### src/hw/serial_ctrl_defines.svh
// Offsets, field positions, reset values and codes of the command block
`ifndef SERIAL_CTRL_DEFINES_SVH
`define SERIAL_CTRL_DEFINES_SVH
// Peripheral port select codes
`define PORT_DATA_A 2'h0
`define PORT_CMD_A 2'h1
`define PORT_DATA_B 2'h2
`define PORT_CMD_B 2'h3
// Channel indices
`define CH_A 1'b0
`define CH_B 1'b1
// Command byte fields
`define PTR_F 2:0
`define CMD_F 5:3
`define AUX_F 7:6
// Register pointer values
`define PTR_ZERO 3'h0
`define PTR_CTRL 3'h1
`define PTR_VBASE 3'h2
// Interrupt and ready control fields
`define CTL_EXT_EN 0
`define CTL_TX_EN 1
`define CTL_SAV 2
`define CTL_RXM 4:3
`define CTL_RDY 7:5
// Ready sub-field positions
`define RDY_ONRX 0
`define RDY_FUNC 1
`define RDY_EN 2
// Primary status bits
`define RR0_RX 0
`define RR0_TXE 2
`define RR0_DCD 3
`define RR0_SYNC 4
`define RR0_CTS 5
`define RR0_URUN 6
`define RR0_BRK 7
// Receive error status bits
`define RR1_PAR 4
`define RR1_OVR 5
// Condition code field inside the vector
`define VEC_CODE 3:1
// Reset values
`define CTRL_RST 8'h00
`define VBASE_RST 8'h00
`define RX_ARMED_RST 2'h3
`define READY_RST 1'b1
`endif

### src/hw/serial_ctrl_pkg.sv
// Types shared by the command and interrupt block
package serial_ctrl_pkg;
  typedef logic [1:0] port_sel_type;
  typedef enum logic [2:0] {
    CMD_NULL = 3'h0, CMD_ABORT = 3'h1, CMD_EXT_RST = 3'h2, CMD_CHAN_RST = 3'h3,
    CMD_RX_FIRST = 3'h4, CMD_TX_RST = 3'h5, CMD_ERR_RST = 3'h6, CMD_RTI = 3'h7
  } cmd_type;
  typedef enum logic [1:0] {
    AUX_NULL = 2'h0, AUX_RX_CRC = 2'h1, AUX_TX_CRC = 2'h2, AUX_URUN = 2'h3
  } aux_type;
  typedef enum logic [1:0] {
    RXM_OFF = 2'h0, RXM_FIRST = 2'h1, RXM_ALL_PAR = 2'h2, RXM_ALL = 2'h3
  } rx_mode_type;
  typedef enum logic [1:0] {
    SRC_TX = 2'h0, SRC_EXT = 2'h1, SRC_RX = 2'h2, SRC_SPEC = 2'h3
  } src_type;
  typedef struct packed {
    logic [1:0][2:0] ptr;
    logic [1:0][7:0] ctrl;
    logic [7:0] vbase;
    logic [1:0] ext_pend;
    logic [1:0] tx_pend;
    logic [1:0] rx_armed;
    logic [1:0] rx_first;
    logic [1:0] spec_pend;
    logic [1:0] par_err;
    logic [1:0] ovr_err;
    logic [1:0] urun;
    logic [1:0][4:0] prev;
    logic [1:0][3:0] snap;
    logic [7:0] rdata;
    logic [7:0] cfg_data;
    logic [2:0] cfg_index;
    logic [1:0] abort;
    logic [1:0] rx_crc;
    logic [1:0] tx_crc;
    logic [1:0] chan_rst;
    logic [1:0] tx_load;
    logic [1:0] rx_take;
    logic [1:0] cfg_write;
  } top_state_type;
  typedef struct packed {
    logic in_service;
    logic [7:0] vector;
  } arb_state_type;
  typedef struct packed {
    logic ready_n;
  } ready_state_type;
endpackage

### src/hw/irq_if.sv
// Interrupt request and acknowledge carrier between control and arbiter
`timescale 1ns/100ps
interface irq_if;
  logic [7:0] req;
  logic inta;
  logic rti;
  logic clear;
  logic sav;
  logic [7:0] base;
  logic irq_out;
  logic [7:0] vector;
  modport ctl (output req, inta, rti, clear, sav, base, input irq_out, vector);
  modport arb (input req, inta, rti, clear, sav, base, output irq_out, vector);
endinterface

### src/hw/chan_ready.sv
// DMA ready output of channel A
`timescale 1ns/100ps
`include "serial_ctrl_defines.svh"
module chan_ready (
  // Clock and reset
  input wire logic i_mclk,
  input wire logic i_reset_n,
  // Ready field and buffer state
  input wire logic [2:0] i_ctrl,
  input wire logic i_tx_empty,
  input wire logic i_rx_avail,
  // DMA request, active low
  output logic o_ready_n
);
  import serial_ctrl_pkg::*;

  ready_state_type s_q, s_d;

  // Wait function is not wired here, so it idles high
  always_comb begin
    s_d = s_q;
    s_d.ready_n = ~(i_ctrl[`RDY_EN] & i_ctrl[`RDY_FUNC] &
      (i_ctrl[`RDY_ONRX] ? i_rx_avail : i_tx_empty));
  end

  always_ff @(posedge i_mclk or negedge i_reset_n) begin
    if (!i_reset_n) begin
      s_q.ready_n <= `READY_RST;
    end else begin
      s_q <= s_d;
    end
  end

  assign o_ready_n = s_q.ready_n;
endmodule

### src/hw/irq_arbiter.sv
// Interrupt priority pick, in-service tracking and vector build
`timescale 1ns/100ps
`include "serial_ctrl_defines.svh"
module irq_arbiter (
  // Clock and reset
  input wire logic i_mclk,
  input wire logic i_reset_n,
  // Requests and acknowledge
  irq_if.arb irq
);
  import serial_ctrl_pkg::*;

  arb_state_type s_q, s_d;
  logic [2:0] top_code;
  logic [7:0] coded;

  // Highest code wins, so channel A outranks channel B
  always_comb begin
    top_code = 3'h0;
    for (int i = 0; i < 8; i++) begin
      if (irq.req[i]) begin
        top_code = 3'(i);
      end
    end
    coded = irq.base;
    coded[`VEC_CODE] = top_code;
  end

  // Only one level in service; no nesting
  always_comb begin
    s_d = s_q;
    if (irq.rti || irq.clear) begin
      s_d.in_service = 1'b0;
    end
    if (!s_d.in_service) begin
      s_d.vector = irq.base;
    end
    if (irq.inta && (|irq.req) && !s_d.in_service) begin
      s_d.in_service = 1'b1;
      s_d.vector = irq.sav ? coded : irq.base;
    end
  end

  always_ff @(posedge i_mclk or negedge i_reset_n) begin
    if (!i_reset_n) begin
      s_q <= '0;
      s_q.vector <= `VBASE_RST;
    end else begin
      s_q <= s_d;
    end
  end

  // Request held off while a routine is in service
  assign irq.irq_out = (|irq.req) & ~s_q.in_service;
  assign irq.vector = s_q.vector;
endmodule

### src/hw/serial_ctrl_command_interrupt.sv
// Command decoder, pointer and interrupt control of a two-channel serial controller
`timescale 1ns/100ps
`include "serial_ctrl_defines.svh"
module serial_ctrl_command_interrupt (
  // Clock and reset
  input wire logic i_mclk,
  input wire logic i_reset_n,
  // Peripheral bus, strobes last one cycle
  input wire logic i_cs,
  input wire logic i_rd,
  input wire logic i_wr,
  input wire serial_ctrl_pkg::port_sel_type i_port,
  input wire logic [7:0] i_wdata,
  output logic [7:0] o_rdata,
  // Interrupt to the CPU
  input wire logic i_inta,
  output logic o_int,
  output logic [7:0] o_vector,
  // Channel conditions, index 0 is channel A
  input wire logic [1:0] i_tx_empty,
  input wire logic [1:0] i_rx_avail,
  input wire logic [1:0] i_rx_char,
  input wire logic [1:0] i_parity_err,
  input wire logic [1:0] i_overrun_err,
  input wire logic [1:0] i_framing_err,
  input wire logic [1:0] i_end_frame,
  input wire logic [1:0] i_dcd,
  input wire logic [1:0] i_cts,
  input wire logic [1:0] i_sync,
  input wire logic [1:0] i_break_abort,
  input wire logic [1:0] i_underrun_eom,
  input wire logic [1:0] i_bit_sync_mode,
  input wire logic [1:0][7:0] i_rx_data,
  // Channel control pulses, with the configuration index and data
  output logic [1:0] o_send_abort,
  output logic [1:0] o_rx_crc_reset,
  output logic [1:0] o_tx_crc_reset,
  output logic [1:0] o_chan_reset,
  output logic [1:0] o_tx_load,
  output logic [1:0] o_rx_take,
  output logic [1:0] o_cfg_write,
  output logic [2:0] o_cfg_index,
  output logic [7:0] o_cfg_data,
  // DMA request to the I/O processor
  output logic o_chan_a_wait_ready_out_n
);
  import serial_ctrl_pkg::*;

  top_state_type s_q, s_d;
  logic ch;
  logic wr_cmd;
  logic rd_cmd;
  logic [1:0] rst_mask;
  logic [1:0] clr_pend;
  logic [1:0][4:0] live;
  logic [1:0][7:0] rr0;
  logic [1:0][7:0] rr1;
  rx_mode_type [1:0] rx_mode;
  logic [1:0] ext_evt;
  logic [1:0] tx_rise;
  logic [1:0] spec_evt;
  cmd_type cmd;
  aux_type aux;

  irq_if irq ();

  // Port decode; upper select bit picks the channel
  assign ch = i_port[1];
  assign wr_cmd = i_cs & i_wr & i_port[0];
  assign rd_cmd = i_cs & i_rd & i_port[0];
  assign cmd = cmd_type'(i_wdata[`CMD_F]);
  assign aux = aux_type'(i_wdata[`AUX_F]);

  // Per-channel condition sensing, status and requests
  for (genvar g = 0; g < 2; g++) begin : g_ch
    assign live[g] = {i_tx_empty[g], i_break_abort[g], i_cts[g], i_sync[g], i_dcd[g]};
    assign rx_mode[g] = rx_mode_type'(s_q.ctrl[g][`CTL_RXM]);

    // Any modem edge, break change or underrun latch setting
    assign ext_evt[g] = (|(live[g][3:0] ^ s_q.prev[g][3:0])) |
      i_underrun_eom[g];
    assign tx_rise[g] = live[g][4] & ~s_q.prev[g][4];

    // Parity drops out in the last mode so the vector stays clean
    assign spec_evt[g] = i_overrun_err[g] | i_framing_err[g] | i_end_frame[g] |
      (i_parity_err[g] & (rx_mode[g] != RXM_ALL));

    // Latched snapshot shown while a status interrupt is held
    assign rr0[g] =
      (8'(i_rx_avail[g]) << `RR0_RX) |
      (8'(i_tx_empty[g]) << `RR0_TXE) |
      (8'(s_q.ext_pend[g] ? s_q.snap[g][0] : i_dcd[g]) << `RR0_DCD) |
      (8'(s_q.ext_pend[g] ? s_q.snap[g][1] : i_sync[g]) << `RR0_SYNC) |
      (8'(s_q.ext_pend[g] ? s_q.snap[g][2] : i_cts[g]) << `RR0_CTS) |
      (8'(s_q.urun[g]) << `RR0_URUN) |
      (8'(s_q.ext_pend[g] ? s_q.snap[g][3] : i_break_abort[g]) << `RR0_BRK);

    assign rr1[g] = (8'(s_q.par_err[g]) << `RR1_PAR) |
      (8'(s_q.ovr_err[g]) << `RR1_OVR);

    // Channel A owns codes 4..7, channel B codes 0..3
    assign irq.req[(1 - g) * 4 + 0] = s_q.ctrl[g][`CTL_TX_EN] & s_q.tx_pend[g];
    assign irq.req[(1 - g) * 4 + 1] = s_q.ctrl[g][`CTL_EXT_EN] & s_q.ext_pend[g];
    assign irq.req[(1 - g) * 4 + 2] = (rx_mode[g] == RXM_FIRST) ? s_q.rx_first[g] :
      ((rx_mode[g] != RXM_OFF) & i_rx_avail[g]);
    assign irq.req[(1 - g) * 4 + 3] = (rx_mode[g] != RXM_OFF) & s_q.spec_pend[g];
  end

  // Commands clear first, channel events set afterwards
  always_comb begin
    s_d = s_q;
    rst_mask = 2'h0;
    clr_pend = 2'h0;
    s_d.abort = 2'h0;
    s_d.rx_crc = 2'h0;
    s_d.tx_crc = 2'h0;
    s_d.chan_rst = 2'h0;
    s_d.tx_load = 2'h0;
    s_d.rx_take = 2'h0;
    s_d.cfg_write = 2'h0;
    irq.rti = 1'b0;

    // Data port traffic
    if (i_cs && i_wr && !i_port[0]) begin
      s_d.tx_load[ch] = 1'b1;
      s_d.cfg_data = i_wdata;
      s_d.tx_pend[ch] = 1'b0;
    end
    if (i_cs && i_rd && !i_port[0]) begin
      s_d.rdata = i_rx_data[ch];
      s_d.rx_take[ch] = 1'b1;
      s_d.rx_first[ch] = 1'b0;
    end

    // Command port write with pointer at zero: command byte
    if (wr_cmd && (s_q.ptr[ch] == `PTR_ZERO)) begin
      s_d.ptr[ch] = i_wdata[`PTR_F];
      case (cmd)
        CMD_ABORT: begin
          s_d.abort[ch] = i_bit_sync_mode[ch];
        end
        CMD_EXT_RST: begin
          s_d.ext_pend[ch] = 1'b0;
        end
        CMD_CHAN_RST: begin
          rst_mask[ch] = 1'b1;
          if (ch == `CH_A) begin
            clr_pend = 2'h3;
          end
        end
        CMD_RX_FIRST: begin
          s_d.rx_armed[ch] = 1'b1;
          s_d.rx_first[ch] = 1'b0;
        end
        CMD_TX_RST: begin
          s_d.tx_pend[ch] = 1'b0;
        end
        CMD_ERR_RST: begin
          s_d.par_err[ch] = 1'b0;
          s_d.ovr_err[ch] = 1'b0;
          s_d.spec_pend[ch] = 1'b0;
        end
        CMD_RTI: begin
          irq.rti = (ch == `CH_A);
        end
        default: begin
        end
      endcase
      case (aux)
        AUX_RX_CRC: begin
          s_d.rx_crc[ch] = 1'b1;
        end
        AUX_TX_CRC: begin
          s_d.tx_crc[ch] = 1'b1;
        end
        AUX_URUN: begin
          s_d.urun[ch] = 1'b0;
        end
        default: begin
        end
      endcase
    end

    // Command port write with pointer set: register load
    if (wr_cmd && (s_q.ptr[ch] != `PTR_ZERO)) begin
      case (s_q.ptr[ch])
        `PTR_CTRL: begin
          s_d.ctrl[ch] = i_wdata;
        end
        `PTR_VBASE: begin
          if (ch == `CH_B) begin
            s_d.vbase = i_wdata;
          end
        end
        default: begin
          // Mode, receiver, transmitter and sync registers live elsewhere
          s_d.cfg_write[ch] = 1'b1;
          s_d.cfg_index = s_q.ptr[ch];
          s_d.cfg_data = i_wdata;
        end
      endcase
      s_d.ptr[ch] = `PTR_ZERO;
    end

    // Status read; pointer always falls back to zero
    if (rd_cmd) begin
      case (s_q.ptr[ch])
        `PTR_ZERO: begin
          s_d.rdata = rr0[ch];
        end
        `PTR_CTRL: begin
          s_d.rdata = rr1[ch];
        end
        `PTR_VBASE: begin
          s_d.rdata = (ch == `CH_B) ? irq.vector : 8'h00;
        end
        default: begin
          s_d.rdata = 8'h00;
        end
      endcase
      s_d.ptr[ch] = `PTR_ZERO;
    end

    // Channel reset behaves as a hardware reset for its channel; a channel A reset also clears channel B's pending bits
    for (int c = 0; c < 2; c++) begin
      if (rst_mask[c]) begin
        s_d.ptr[c] = `PTR_ZERO;
        s_d.ctrl[c] = `CTRL_RST;
        s_d.rx_armed[c] = 1'b1;
        s_d.par_err[c] = 1'b0;
        s_d.ovr_err[c] = 1'b0;
        s_d.urun[c] = 1'b0;
        s_d.chan_rst[c] = 1'b1;
      end
      if (rst_mask[c] || clr_pend[c]) begin
        s_d.ext_pend[c] = 1'b0;
        s_d.tx_pend[c] = 1'b0;
        s_d.rx_first[c] = 1'b0;
        s_d.spec_pend[c] = 1'b0;
      end
    end

    // Events land after clears, so a same-cycle event survives
    for (int c = 0; c < 2; c++) begin
      s_d.prev[c] = live[c];
      if (ext_evt[c] && s_d.ctrl[c][`CTL_EXT_EN] && !s_d.ext_pend[c]) begin
        s_d.ext_pend[c] = 1'b1;
        s_d.snap[c] = live[c][3:0];
      end
      if (i_underrun_eom[c]) begin
        s_d.urun[c] = 1'b1;
      end
      if (tx_rise[c]) begin
        s_d.tx_pend[c] = 1'b1;
      end
      if (i_rx_char[c] && s_d.rx_armed[c] && (rx_mode[c] == RXM_FIRST)) begin
        s_d.rx_first[c] = 1'b1;
        s_d.rx_armed[c] = 1'b0;
      end
      if (spec_evt[c] && (rx_mode[c] != RXM_OFF)) begin
        s_d.spec_pend[c] = 1'b1;
      end
      if (i_parity_err[c]) begin
        s_d.par_err[c] = 1'b1;
      end
      if (i_overrun_err[c]) begin
        s_d.ovr_err[c] = 1'b1;
      end
    end
  end

  // Single state register
  always_ff @(posedge i_mclk or negedge i_reset_n) begin
    if (!i_reset_n) begin
      s_q <= '0;
      s_q.vbase <= `VBASE_RST;
      s_q.rx_armed <= `RX_ARMED_RST;
    end else begin
      s_q <= s_d;
    end
  end

  // Arbiter hookup; vector mode follows channel B control
  assign irq.inta = i_inta;
  assign irq.clear = s_q.chan_rst[`CH_A];
  assign irq.sav = s_q.ctrl[`CH_B][`CTL_SAV];
  assign irq.base = s_q.vbase;

  irq_arbiter u_arb (
    .i_mclk(i_mclk),
    .i_reset_n(i_reset_n),
    .irq(irq)
  );

  // Channel B ready bits go nowhere: only A has the pin
  chan_ready u_ready (
    .i_mclk(i_mclk),
    .i_reset_n(i_reset_n),
    .i_ctrl(s_q.ctrl[`CH_A][`CTL_RDY]),
    .i_tx_empty(i_tx_empty[`CH_A]),
    .i_rx_avail(i_rx_avail[`CH_A]),
    .o_ready_n(o_chan_a_wait_ready_out_n)
  );

  // Outputs from the state registers; o_int is combined in the arbiter
  assign o_rdata = s_q.rdata;
  assign o_int = irq.irq_out;
  assign o_vector = irq.vector;
  assign o_send_abort = s_q.abort;
  assign o_rx_crc_reset = s_q.rx_crc;
  assign o_tx_crc_reset = s_q.tx_crc;
  assign o_chan_reset = s_q.chan_rst;
  assign o_tx_load = s_q.tx_load;
  assign o_rx_take = s_q.rx_take;
  assign o_cfg_write = s_q.cfg_write;
  assign o_cfg_index = s_q.cfg_index;
  assign o_cfg_data = s_q.cfg_data;
endmodule

### config.mk
export PLATFORM = sky130hd
export DESIGN_NAME = serial_ctrl_command_interrupt
export DESIGN_NICKNAME = d
export VERILOG_FILES = /design/src/hw/serial_ctrl_pkg.sv /design/src/hw/irq_if.sv /design/src/hw/chan_ready.sv /design/src/hw/irq_arbiter.sv /design/src/hw/serial_ctrl_command_interrupt.sv
export VERILOG_INCLUDE_DIRS = /design/src /design/src/hw
export SDC_FILE = /design/constraint.sdc
export NUM_CORES = 1
export LEC_CHECK = 0
export ABC_CLOCK_PERIOD_IN_PS = 2200
export BUFFER_PORTS_ARGS = -buffer_cell sky130_fd_sc_hd__buf_4
export CAP_MARGIN = 25
export CORE_MARGIN = 8
export CORE_UTILIZATION = 32
export CTS_CLUSTER_SIZE = 8
export DETAILED_ROUTE_END_ITERATION = 12
export GPL_TIMING_DRIVEN = 1
export HOLD_SLACK_MARGIN = 0.02
export SLEW_MARGIN = 10
export SYNTH_ARGS = -nofsm -noshare
export SYNTH_HDL_FRONTEND = slang
export SYNTH_SLANG_ARGS = --single-unit
### constraint.sdc
create_clock -name i_mclk -period 2.2 [get_ports i_mclk]
set_clock_uncertainty 0.15 [all_clocks]
set_input_delay 0.22 -clock i_mclk [delete_from_list [all_inputs] [get_ports i_mclk]]
set_output_delay 0.22 -clock i_mclk [all_outputs]
set_load 0.1 [all_outputs]
==> run metrics, run 1 <==
status=completed; share of layout cells above drive strength 1=34.8%; Area contributors post-synth=dfrtp_1 48%, buf_4 6.1%, mux2i_1 3.9%, mux2_2 3.7%, mux2_4 3.2%; Final Wtd Congestion=0.902; slowest cell on the critical path=dfrtp_2; crit end category=flop; Yosys top cell by area=dfrtp_1; Placement Setup Slack=10.2 ps; Final min period=2160 ps; Register-to-Register Path Depth=5; Crit Reg-Reg Startpoint=s_q[93]; CP most frequent cell=or3_4; Post-Syn Instances=461; core area=0.0158 sq mm; Final ANT Viol Nets=0; Synth cell types=56; Root Buffer=clkbuf_16; final net count=620; Critical Path, Cell by Cell=or3_4 -> or3_4 -> o21ai_4 -> nand3_4 -> mux2_4; DR DRC count=0; routed length per instance=19.5 um; hpwl dp=11500 um; Max Cap Violations=0; data arrival time of the critical path=2240 ps; Die ar.=0.0205 sq mm; power per cell area=1080 mW/mm^2; Final Instance Count excl. Fillers=782; Clock Pin Slew Worst Setup and Hold Paths=70 ps; leakage dissipation=3.01 nW; final hold slack=33.5 ps; most frequent cells in the layout=126 x buf_4, 97 x dfrtp_1, 32 x nor2_1, 32 x nand2_1, 24 x dlygate4sd3_1; Syn Area/Cell=11.2 sq um; Final Cycle Share=98.3%; FF-to-FF setup slack=40 ps; Die X=143 um; # rows=46; DR vias/cell=4.94; WL final=15200 um; Yosys warning total=0; Syn Std Cell Area=0.00516 sq mm; Worst Path Required=2280 ps; Worst R2R End=s_q[36]; #FFs+latches synth=103; Num CTS Buffers=9; Worst Tran Pin Value=604 ps; Final Hold Vio Count=0; CTS Buffer Depth=2; slew margin rel.=59.7%; RSZ-0062 raised after global routing=true; Post-synth EDFFs=0; Global Route Usage Sum=15.3%; largest net degree at the start of global routing=104; CP Class=reg -> reg; Starting Density=32.6%; Crit path max-delay family=simple AND/OR/NAND/NOR gates; startpoint types=flop; ys async rst share=100%; vias in the first global route=4177; first-pass GRT wire length=23800 um; PnR worst setup slack=36.5 ps; clock tree sinks=103; Placed Cells=742; Hold EP=s_q[57]; setup TNS=0 ps; total gr overflow=0; post-synth net total=519; register area share after synthesis=50.0%; Hold Path Class=in -> reg; hold path start=i_framing_err[0]; vias=3864; die height=143 um; Buffers on Ports=100; CTS tree=yes; diode count=0; Peak VDD IR=0.600 mV; Yosys top cell area share=48.5%; top_reg_cell synth=dfrtp_1; Pre-antenna DRT Iters=5; Clk Latency, worst-skew pair=350 ps; DRT iter0 DRCs=232; H-tree depth=3; initial antenna violation count=0; Final Slew Violations=0; most common cell after layout, fill and taps aside=buf_4; CP bufs+invs=0; Area growth, synth to finish=27.7%; CP max FO=4; largest stage delay on the critical path=460 ps; Peak Freq=462 MHz; cell count of the worst hold path=3; final setup fails=0; # IOs=101
-- registers in the layout, summed over array words and instances (netlist names), 2 cells and up --
name	cells
o_tx_crc_reset	2
s_q	47
o_chan_reset	2
irq.base	8
o_send_abort	2
o_cfg_index	3
u_arb.irq.vector	8
o_rdata	8
o_rx_crc_reset	2
rx_mode	4
o_cfg_write	2
o_rx_take	2
o_tx_load	2
o_cfg_data	8
-- repair_timing --
action,CTS,global route
pin swaps,0,2
hold buffers,24,0
setup endpoints to repair,4,11
gates resized for setup,2,7
buffers inserted,0,1
endpoints found under the hold margin,136,0
-- metrics by stage --
step / cell area [sq um] / total power, mW / util, %
6_report: 6600 / 7.13 / 41.7
4_1_cts: 6570 / 7.17 / 41.5
5_1_grt: 6600 / 7.47 / 41.7
2_1_floorplan: 5170 / 4.78 / -
3_3_place_gp: 5990 / 5.34 / 37.9
3_5_place_dp: 5990 / 5.38 / 37.9
-- synth_stat cells, types with 3 or more instances --
cell type  instances
xor2_1             3
nor3_1             5
o31ai_1            4
inv_1              6
o211ai_1           3
nor2b_1           10
and3_1             3
a211oi_1           8
a22o_1            13
a31oi_1            4
buf_2              3
mux2_2            17
and2_1             4
nand3_1            6
nor4_2             3
o221ai_1           8
mux2i_1           20
buf_4             42
a22oi_1            3
nand3b_1           3
clkbuf_1          15
nor2_1            34
dfstp_2            3
nand2b_1          10
xnor2_1            6
dfrtp_1          100
nand2_1           32
mux2_4            11
o21ai_0           20
a21oi_1           21
a21o_1             6
-- power breakdown --
part           leakage, nW  switching [mW]  internal (mW)
sequential            1.27           0.361           2.31
clock                0.149           0.680           1.02
combinational         1.60            1.82          0.923
-- area by class of cell --
cell class	instances	area, sq um
clock buffer	12	246
sequential	103	2580
inverter	6	22.5
multi-input combinational	290	2190
timing repair buffer	152	1220
tap	216	270
clock inverter	3	67.6
fill	1545	9230
-- cells by family (layout without fill, tap and decap cells) --
family          Yosys count  count (layout)  synth area share (%)
buf+inv                  68             173                  8.36
simple gates            123             123                  13.1
compound gates          110             110                  16.2
mux                      48              48                  10.8
xor+xnor                  9               9                  1.53
flops                   103             103                  50.0
-- how the worst max path moves through the flow --
stage               slack (ps)    start  cells after the start  endpoint
global placement            90  s_q[92]                      5   s_q[39]
global route               -10  s_q[93]                      5   s_q[36]
floorplan                   40  s_q[66]                      5     o_int
CTS                          6  s_q[66]                      5     o_int
finish                      40  s_q[93]                      5   s_q[36]
detailed placement          10  s_q[96]                      5   s_q[40]
-- metal layers --
layer | vias to the layer above | global-route usage, % | routed length (um)
li1 | 1823 | - | -
met1 | 1905 | 20.3 | 7030
met2 | 119 | 24.4 | 7040
met3 | 17 | 3.27 | 932
met4 | 0 | 5.03 | 236
met5 | - | 0 | 0
-- worst register-to-register path, delay by kind of cell, from the launching register on --
kind / cells / cell delay, ps
DFF: 1 / 460
muxes: 1 / 330
and+or+nand+nor: 3 / 950
AOI/OAI and AO/OA: 1 / 160
(Power assumes the default switching activity.)
==> inputs of run 2 (changes only) <==
--- a/config.mk
+++ b/config.mk
@@ -9,13 +9,13 @@
 export ABC_CLOCK_PERIOD_IN_PS = 2200
 export BUFFER_PORTS_ARGS = -buffer_cell sky130_fd_sc_hd__buf_4
 export CAP_MARGIN = 25
-export CORE_MARGIN = 8
 export CORE_UTILIZATION = 32
 export CTS_CLUSTER_SIZE = 8
 export DETAILED_ROUTE_END_ITERATION = 12
-export GPL_TIMING_DRIVEN = 1
+export GPL_TIMING_DRIVEN = 0
 export HOLD_SLACK_MARGIN = 0.02
 export SLEW_MARGIN = 10
 export SYNTH_ARGS = -nofsm -noshare
 export SYNTH_HDL_FRONTEND = slang
+export SYNTH_HIERARCHICAL = 1
 export SYNTH_SLANG_ARGS = --single-unit
==> run 2 against run 1 <==
Net effect:
- first-iteration DRC count is 5.2% lower
- die area is 18% lower
- routed wire length is 6.1% lower
- final cell count is 7.7% higher
- clock power is 2% lower
- sequential share of layout area is 2.0 points lower
- flip-flop and latch count stayed put
- critical path type unchanged
- largest power group unchanged
==> run metrics, run 2 <==
Clock Pin Slew Worst Setup and Hold Paths=70 ps; top_reg_cell synth=dfrtp_1; Synth top cells by count=100 x dfrtp_1, 42 x buf_4, 37 x nand2_1; # rows=46; Post-Syn Instances=473; CP Class=reg -> reg; H-tree depth=3; Synth cell types=70; final setup fails=0; DR vias/cell=4.84; RSZ-0062 raised after global routing=false; vias in the first global route=4045; startpoint types=flop; largest net degree at the start of global routing=104; mux cell area share after synthesis=11.0%; M1 GR Usage=25.0%; Peak VDD IR=0.896 mV; Post-synth EDFFs=0; vias=4078; WL final=14300 um; Yosys top cell area share=48.2%; status=completed; die height=129 um; Area contributors post-synth=dfrtp_1 48%, buf_4 6.1%, mux2_2 5.6%, mux2i_1 3.1%, nand2_1 2.7%; core area=0.0159 sq mm; Buffers on Ports=100; Syn Std Cell Area=0.00519 sq mm; Worst Path Required=2290 ps; Syn Area/Cell=11.0 sq um; data arrival time of the critical path=2200 ps; gr busiest metal=met2; Largest Register=s_q; met2 usage=27.0%; power per cell area=1030 mW/mm^2; slowest cell on the critical path=dfrtp_2; Num CTS Buffers=9; diode count=0; Yosys warning total=6; Final ANT Viol Nets=0; Die ar.=0.0167 sq mm; # IOs=101; slew margin rel.=55.0%; Starting Density=32.7%; Pre-antenna DRT Iters=5; leakage dissipation=3.19 nW; xor and xnor area share after synthesis=1.35%; ys async rst share=100%; most frequent cell after synthesis=dfrtp_1; Area growth, synth to finish=33.7%; Clk Latency, worst-skew pair=360 ps; DR DRC count=0; Worst Tran Pin Value=672 ps; hpwl dp=10500 um; total gr overflow=0; largest stage delay on the critical path=480 ps; Synth Area in Compound Gates=14.6%; CTS Buffer Depth=2; CTS tree=yes; Global Route Usage Sum=17.7%; final net count=679; max FFs per register=47; clock tree sinks=103; main combinational cell family by area after synthesis=simple AND/OR/NAND/NOR gates; final hold slack=26.6 ps; Area after DPL=0.00622 sq mm; Synth Area in Simple Gates=15.1%; Final Cell Area=0.00694 sq mm; Yosys top cell by area=dfrtp_1; first-pass GRT wire length=22100 um; most common cell after layout, fill and taps aside=buf_4; Synth Area in Adders=0%; Crit path max-delay family=simple AND/OR/NAND/NOR gates; Critical Path, Cell by Cell=nor4_4 -> nand2_2 -> nor2_1 -> nor3b_2 -> buf_2 -> and2_1 -> a221o_1; post-synth net total=531; Final min period=2120 ps; crit end category=flop; Final Wtd Congestion=0.858; routed length per instance=17.0 um; Peak Freq=473 MHz; CP max FO=10; Die X=129 um; #FFs+latches synth=103; Final Cycle Share=96.1%; Final Slew Violations=0; Hold Path Class=in -> reg; share of layout cells above drive strength 1=38.2%; Final Hold Vio Count=0; CP bufs+invs=1; Max Cap Violations=0; DRT iter0 DRCs=220; most frequent cells in the layout=148 x buf_4, 99 x dfrtp_1, 36 x nand2_1; register area share after synthesis=49.7%; initial antenna violation count=0; met3 Use GR=2.60%; Root Buffer=clkbuf_16
-- run 2: cell count changes in the layout (fill, tap and decap cells not counted), moves of 5 or more --
cell / delta
buf_4: +22
mux2_2: +9
a221o_1: +8
buf_2: +8
mux2_4: -7
a211oi_1: -6
o221ai_1: -6
a22o_1: -5
and2_1: +5
and3_1: +5
clkbuf_1: +5
mux2_1: +5
-- run 2: power by group --
part | internal (mW) | switching (mW)
clock | 0.899 | 0.758
combinational | 1.07 | 1.90
sequential | 2.27 | 0.252
-- run 2: logic make-up (layout without fill, tap and decap cells) --
group,count (synthesis),after routing
and+or+nand+nor,140,140
muxes,51,51
DFF,103,103
buffers and inverters,68,221
AOI/OAI and AO/OA,103,103
xor gates and xnor gates,8,8
-- run 2: final timing paths --
kind,depth (start not counted),slack (ps),end,start
worst max-delay path,7,80,u_arb/irq.vector[2],s_q[93]
worst min-delay path,3,30,u_ready/o_ready_n,i_rx_avail[0]
worst max register to register,7,80,u_arb/irq.vector[2],s_q[93]
worst min register to register,1,260,u_ready/o_ready_n,s_q[81]
max in group asynchronous,3,1050,s_q[58],i_reset_n
min in group asynchronous,2,230,u_arb/irq.vector[6],i_reset_n
-- run 2: repair_timing --
item                       CTS  global route
hold endpoints to repair   145             0
hold buffers                28             0
setup buffers                4             5
pin swaps                    4             3
setup endpoints to repair   22            20
gates resized for setup      3             7
-- run 2: metrics by stage --
step                      instances  worst slack (ps)  utilization, %  power, mW  setup TNS (ps)
after floorplan                 473              26.8               -       4.72               0
after global placement          789              -412            39.1       5.36           -2760
after detailed placement        789              -444            39.2       5.41           -3240
after CTS                       836              11.4            43.1       7.16               0
after global routing            842              15.8            43.7       7.44               0
final                           842              84.9            43.7       7.15               0
-- run 2: area by class of cell --
class | instances | area, sq um
Buffer | 58 | 393
Clock buffer | 9 | 225
Clock inverter | 7 | 80.1
Fill cell | 1557 | 8950
Inverter | 9 | 33.8
Multi-Input combinational cell | 302 | 2210
Sequential cell | 103 | 2580
Tap cell | 216 | 270
Timing Repair Buffer | 138 | 1150
-- run 2: worst reg2reg max path, stage by stage (launching register included) --
cell and delay (ps):
dfrtp_2 480, nor4_4 340, nand2_2 140, nor2_1 170
nor3b_2 70, buf_2 190, and2_1 180, a221o_1 270
-- run 2: per-layer routing --
layer	wire, um	share of wire (%)
met3	903	6.3
met4	367	2.6
met2	6380	45
met1	6660	47
met5	0	0
==> inputs of run 3 (changes only) <==
--- a/config.mk
+++ b/config.mk
@@ -9,7 +9,9 @@
 export ABC_CLOCK_PERIOD_IN_PS = 2200
 export BUFFER_PORTS_ARGS = -buffer_cell sky130_fd_sc_hd__buf_4
 export CAP_MARGIN = 25
+export CORE_MARGIN = 2
 export CORE_UTILIZATION = 32
+export CTS_BUF_LIST = sky130_fd_sc_hd__clkbuf_8
 export CTS_CLUSTER_SIZE = 8
 export DETAILED_ROUTE_END_ITERATION = 12
 export GPL_TIMING_DRIVEN = 0
==> run 3 against run 2 <==
Net effect:
- count of clock-buffer cells in the layout increased by 2
- critical path type is now reg -> out
- largest power group unchanged
- highest routed layer unchanged
- critical path depth decreased by 3
- global-route usage decreased by 0.63 points
==> run metrics, run 3 (synthesis results as in run 2) <==
status=completed; CP Class=reg -> out; diode count=0; first-pass GRT wire length=23200 um; Max Cap Violations=0; DRT iter0 DRCs=291; core area=0.0159 sq mm; PnR worst setup slack=34.8 ps; # rows=46; Area after DPL=0.00622 sq mm; Final Slew Violations=0; startpoint types=flop; initial antenna violation count=0; WL final=14700 um; Pre-antenna DRT Iters=5; Final min period=2170 ps; Die ar.=0.0173 sq mm; Final Hold Vio Count=0; routed length per instance=17.3 um; Peak Freq=462 MHz; final hold slack=33.7 ps; Final Instance Count excl. Fillers=850; RSZ-0062 raised after global routing=true; Worst Tran Pin Value=735 ps; Largest Register=s_q; setup TNS=0 ps; CTS tree=yes; slowest cell on the critical path=dfrtp_2; final net count=687; slew margin rel.=50.8%; Clock Pin Slew Worst Setup and Hold Paths=100 ps; Critical Path, Cell by Cell=a22o_4 -> nor4_4 -> a21oi_2 -> buf_12; total chip power=6.80 mW; crit end category=output pin; DR vias/cell=4.85; leakage dissipation=3.19 nW; Placed Cells=789; largest net degree at the start of global routing=104; vias=4122; Clk Latency, worst-skew pair=390 ps; Global Route Usage Sum=17.1%; largest stage delay on the critical path=490 ps; power per cell area=978 mW/mm^2; Peak VDD IR=0.798 mV; Die X=131 um; Final Cell Area=0.00695 sq mm; final setup fails=0; max FFs per register=47; most common cell after layout, fill and taps aside=buf_4; data arrival time of the critical path=1800 ps; hpwl dp=10600 um; Hold Path Class=in -> reg; FILL cells=1505; CP max FO=5; post-layout util=43.8%; die height=131 um; vias in the first global route=4235; total gr overflow=0; Area growth, synth to finish=33.9%; Starting Density=32.7%; Worst Path Required=1830 ps; Final Cycle Share=98.4%; Buffers on Ports=100; Root Buffer=clkbuf_8; clock tree sinks=103; CTS Buffer Depth=2; Final ANT Viol Nets=0; most frequent cells in the layout=151 x buf_4, 97 x dfrtp_1, 36 x nand2_1; H-tree depth=3; DR DRC count=0; Final Wtd Congestion=0.881; Num CTS Buffers=9; share of layout cells above drive strength 1=38.5%; # IOs=101; Placement Setup Slack=-538 ps
run 3: per-layer routing:
metal  track usage, %  part of all wire [%]  wire (um)
met5                0                     0          0
met2             25.9                    44       6470
met3             3.47                   6.9       1020
met4             8.15                   2.8        420
met1             23.5                    46       6840
run 3: where the power goes:
group	switching [mW]	leakage, nW	internal, mW
logic	1.92	1.81	1.09
clock network	0.680	0.107	0.589
registers	0.249	1.28	2.27
run 3: worst paths after layout:
kind                                  start                 to  slack (ps)  cells after the start
min reg2reg                         s_q[81]  u_ready/o_ready_n         280                      1
min                        i_framing_err[1]            s_q[58]          30                      3
max in group asynchronous         i_reset_n            s_q[62]        1140                      3
min in group asynchronous         i_reset_n         o_rdata[0]          50                      2
max reg2reg                         s_q[93]            s_q[36]          60                      6
max                              rx_mode[1]              o_int          30                      4
run 3: what timing repair did:
item	4_1_cts	5_1_grt
setup endpoints to repair	35	22
endpoints found under the hold margin	159	0
pin swaps	5	6
hold buffers	33	0
setup buffers	6	6
gates resized for setup	8	12
run 3: worst max-delay path, delay by kind of cell, from the launching register on:
family | cells | cell delay (ps)
compound gates | 2 | 430
buf+inv | 1 | 180
flops | 1 | 490
simple gates | 1 | 310
run 3: area by class of cell:
| cell class | count | area [sq um] | share of cell area [%] |
|---|---|---|---|
| Sequential cell | 103 | 2580 | 37.2 |
| Multi-Input combinational cell | 302 | 2230 | 32.1 |
| Timing Repair Buffer | 146 | 1230 | 17.7 |
| Buffer | 58 | 393 | 5.65 |
| Tap cell | 216 | 270 | 3.89 |
| Clock buffer | 11 | 151 | 2.18 |
| Clock inverter | 5 | 58.8 | 0.846 |
| Inverter | 9 | 33.8 | 0.486 |
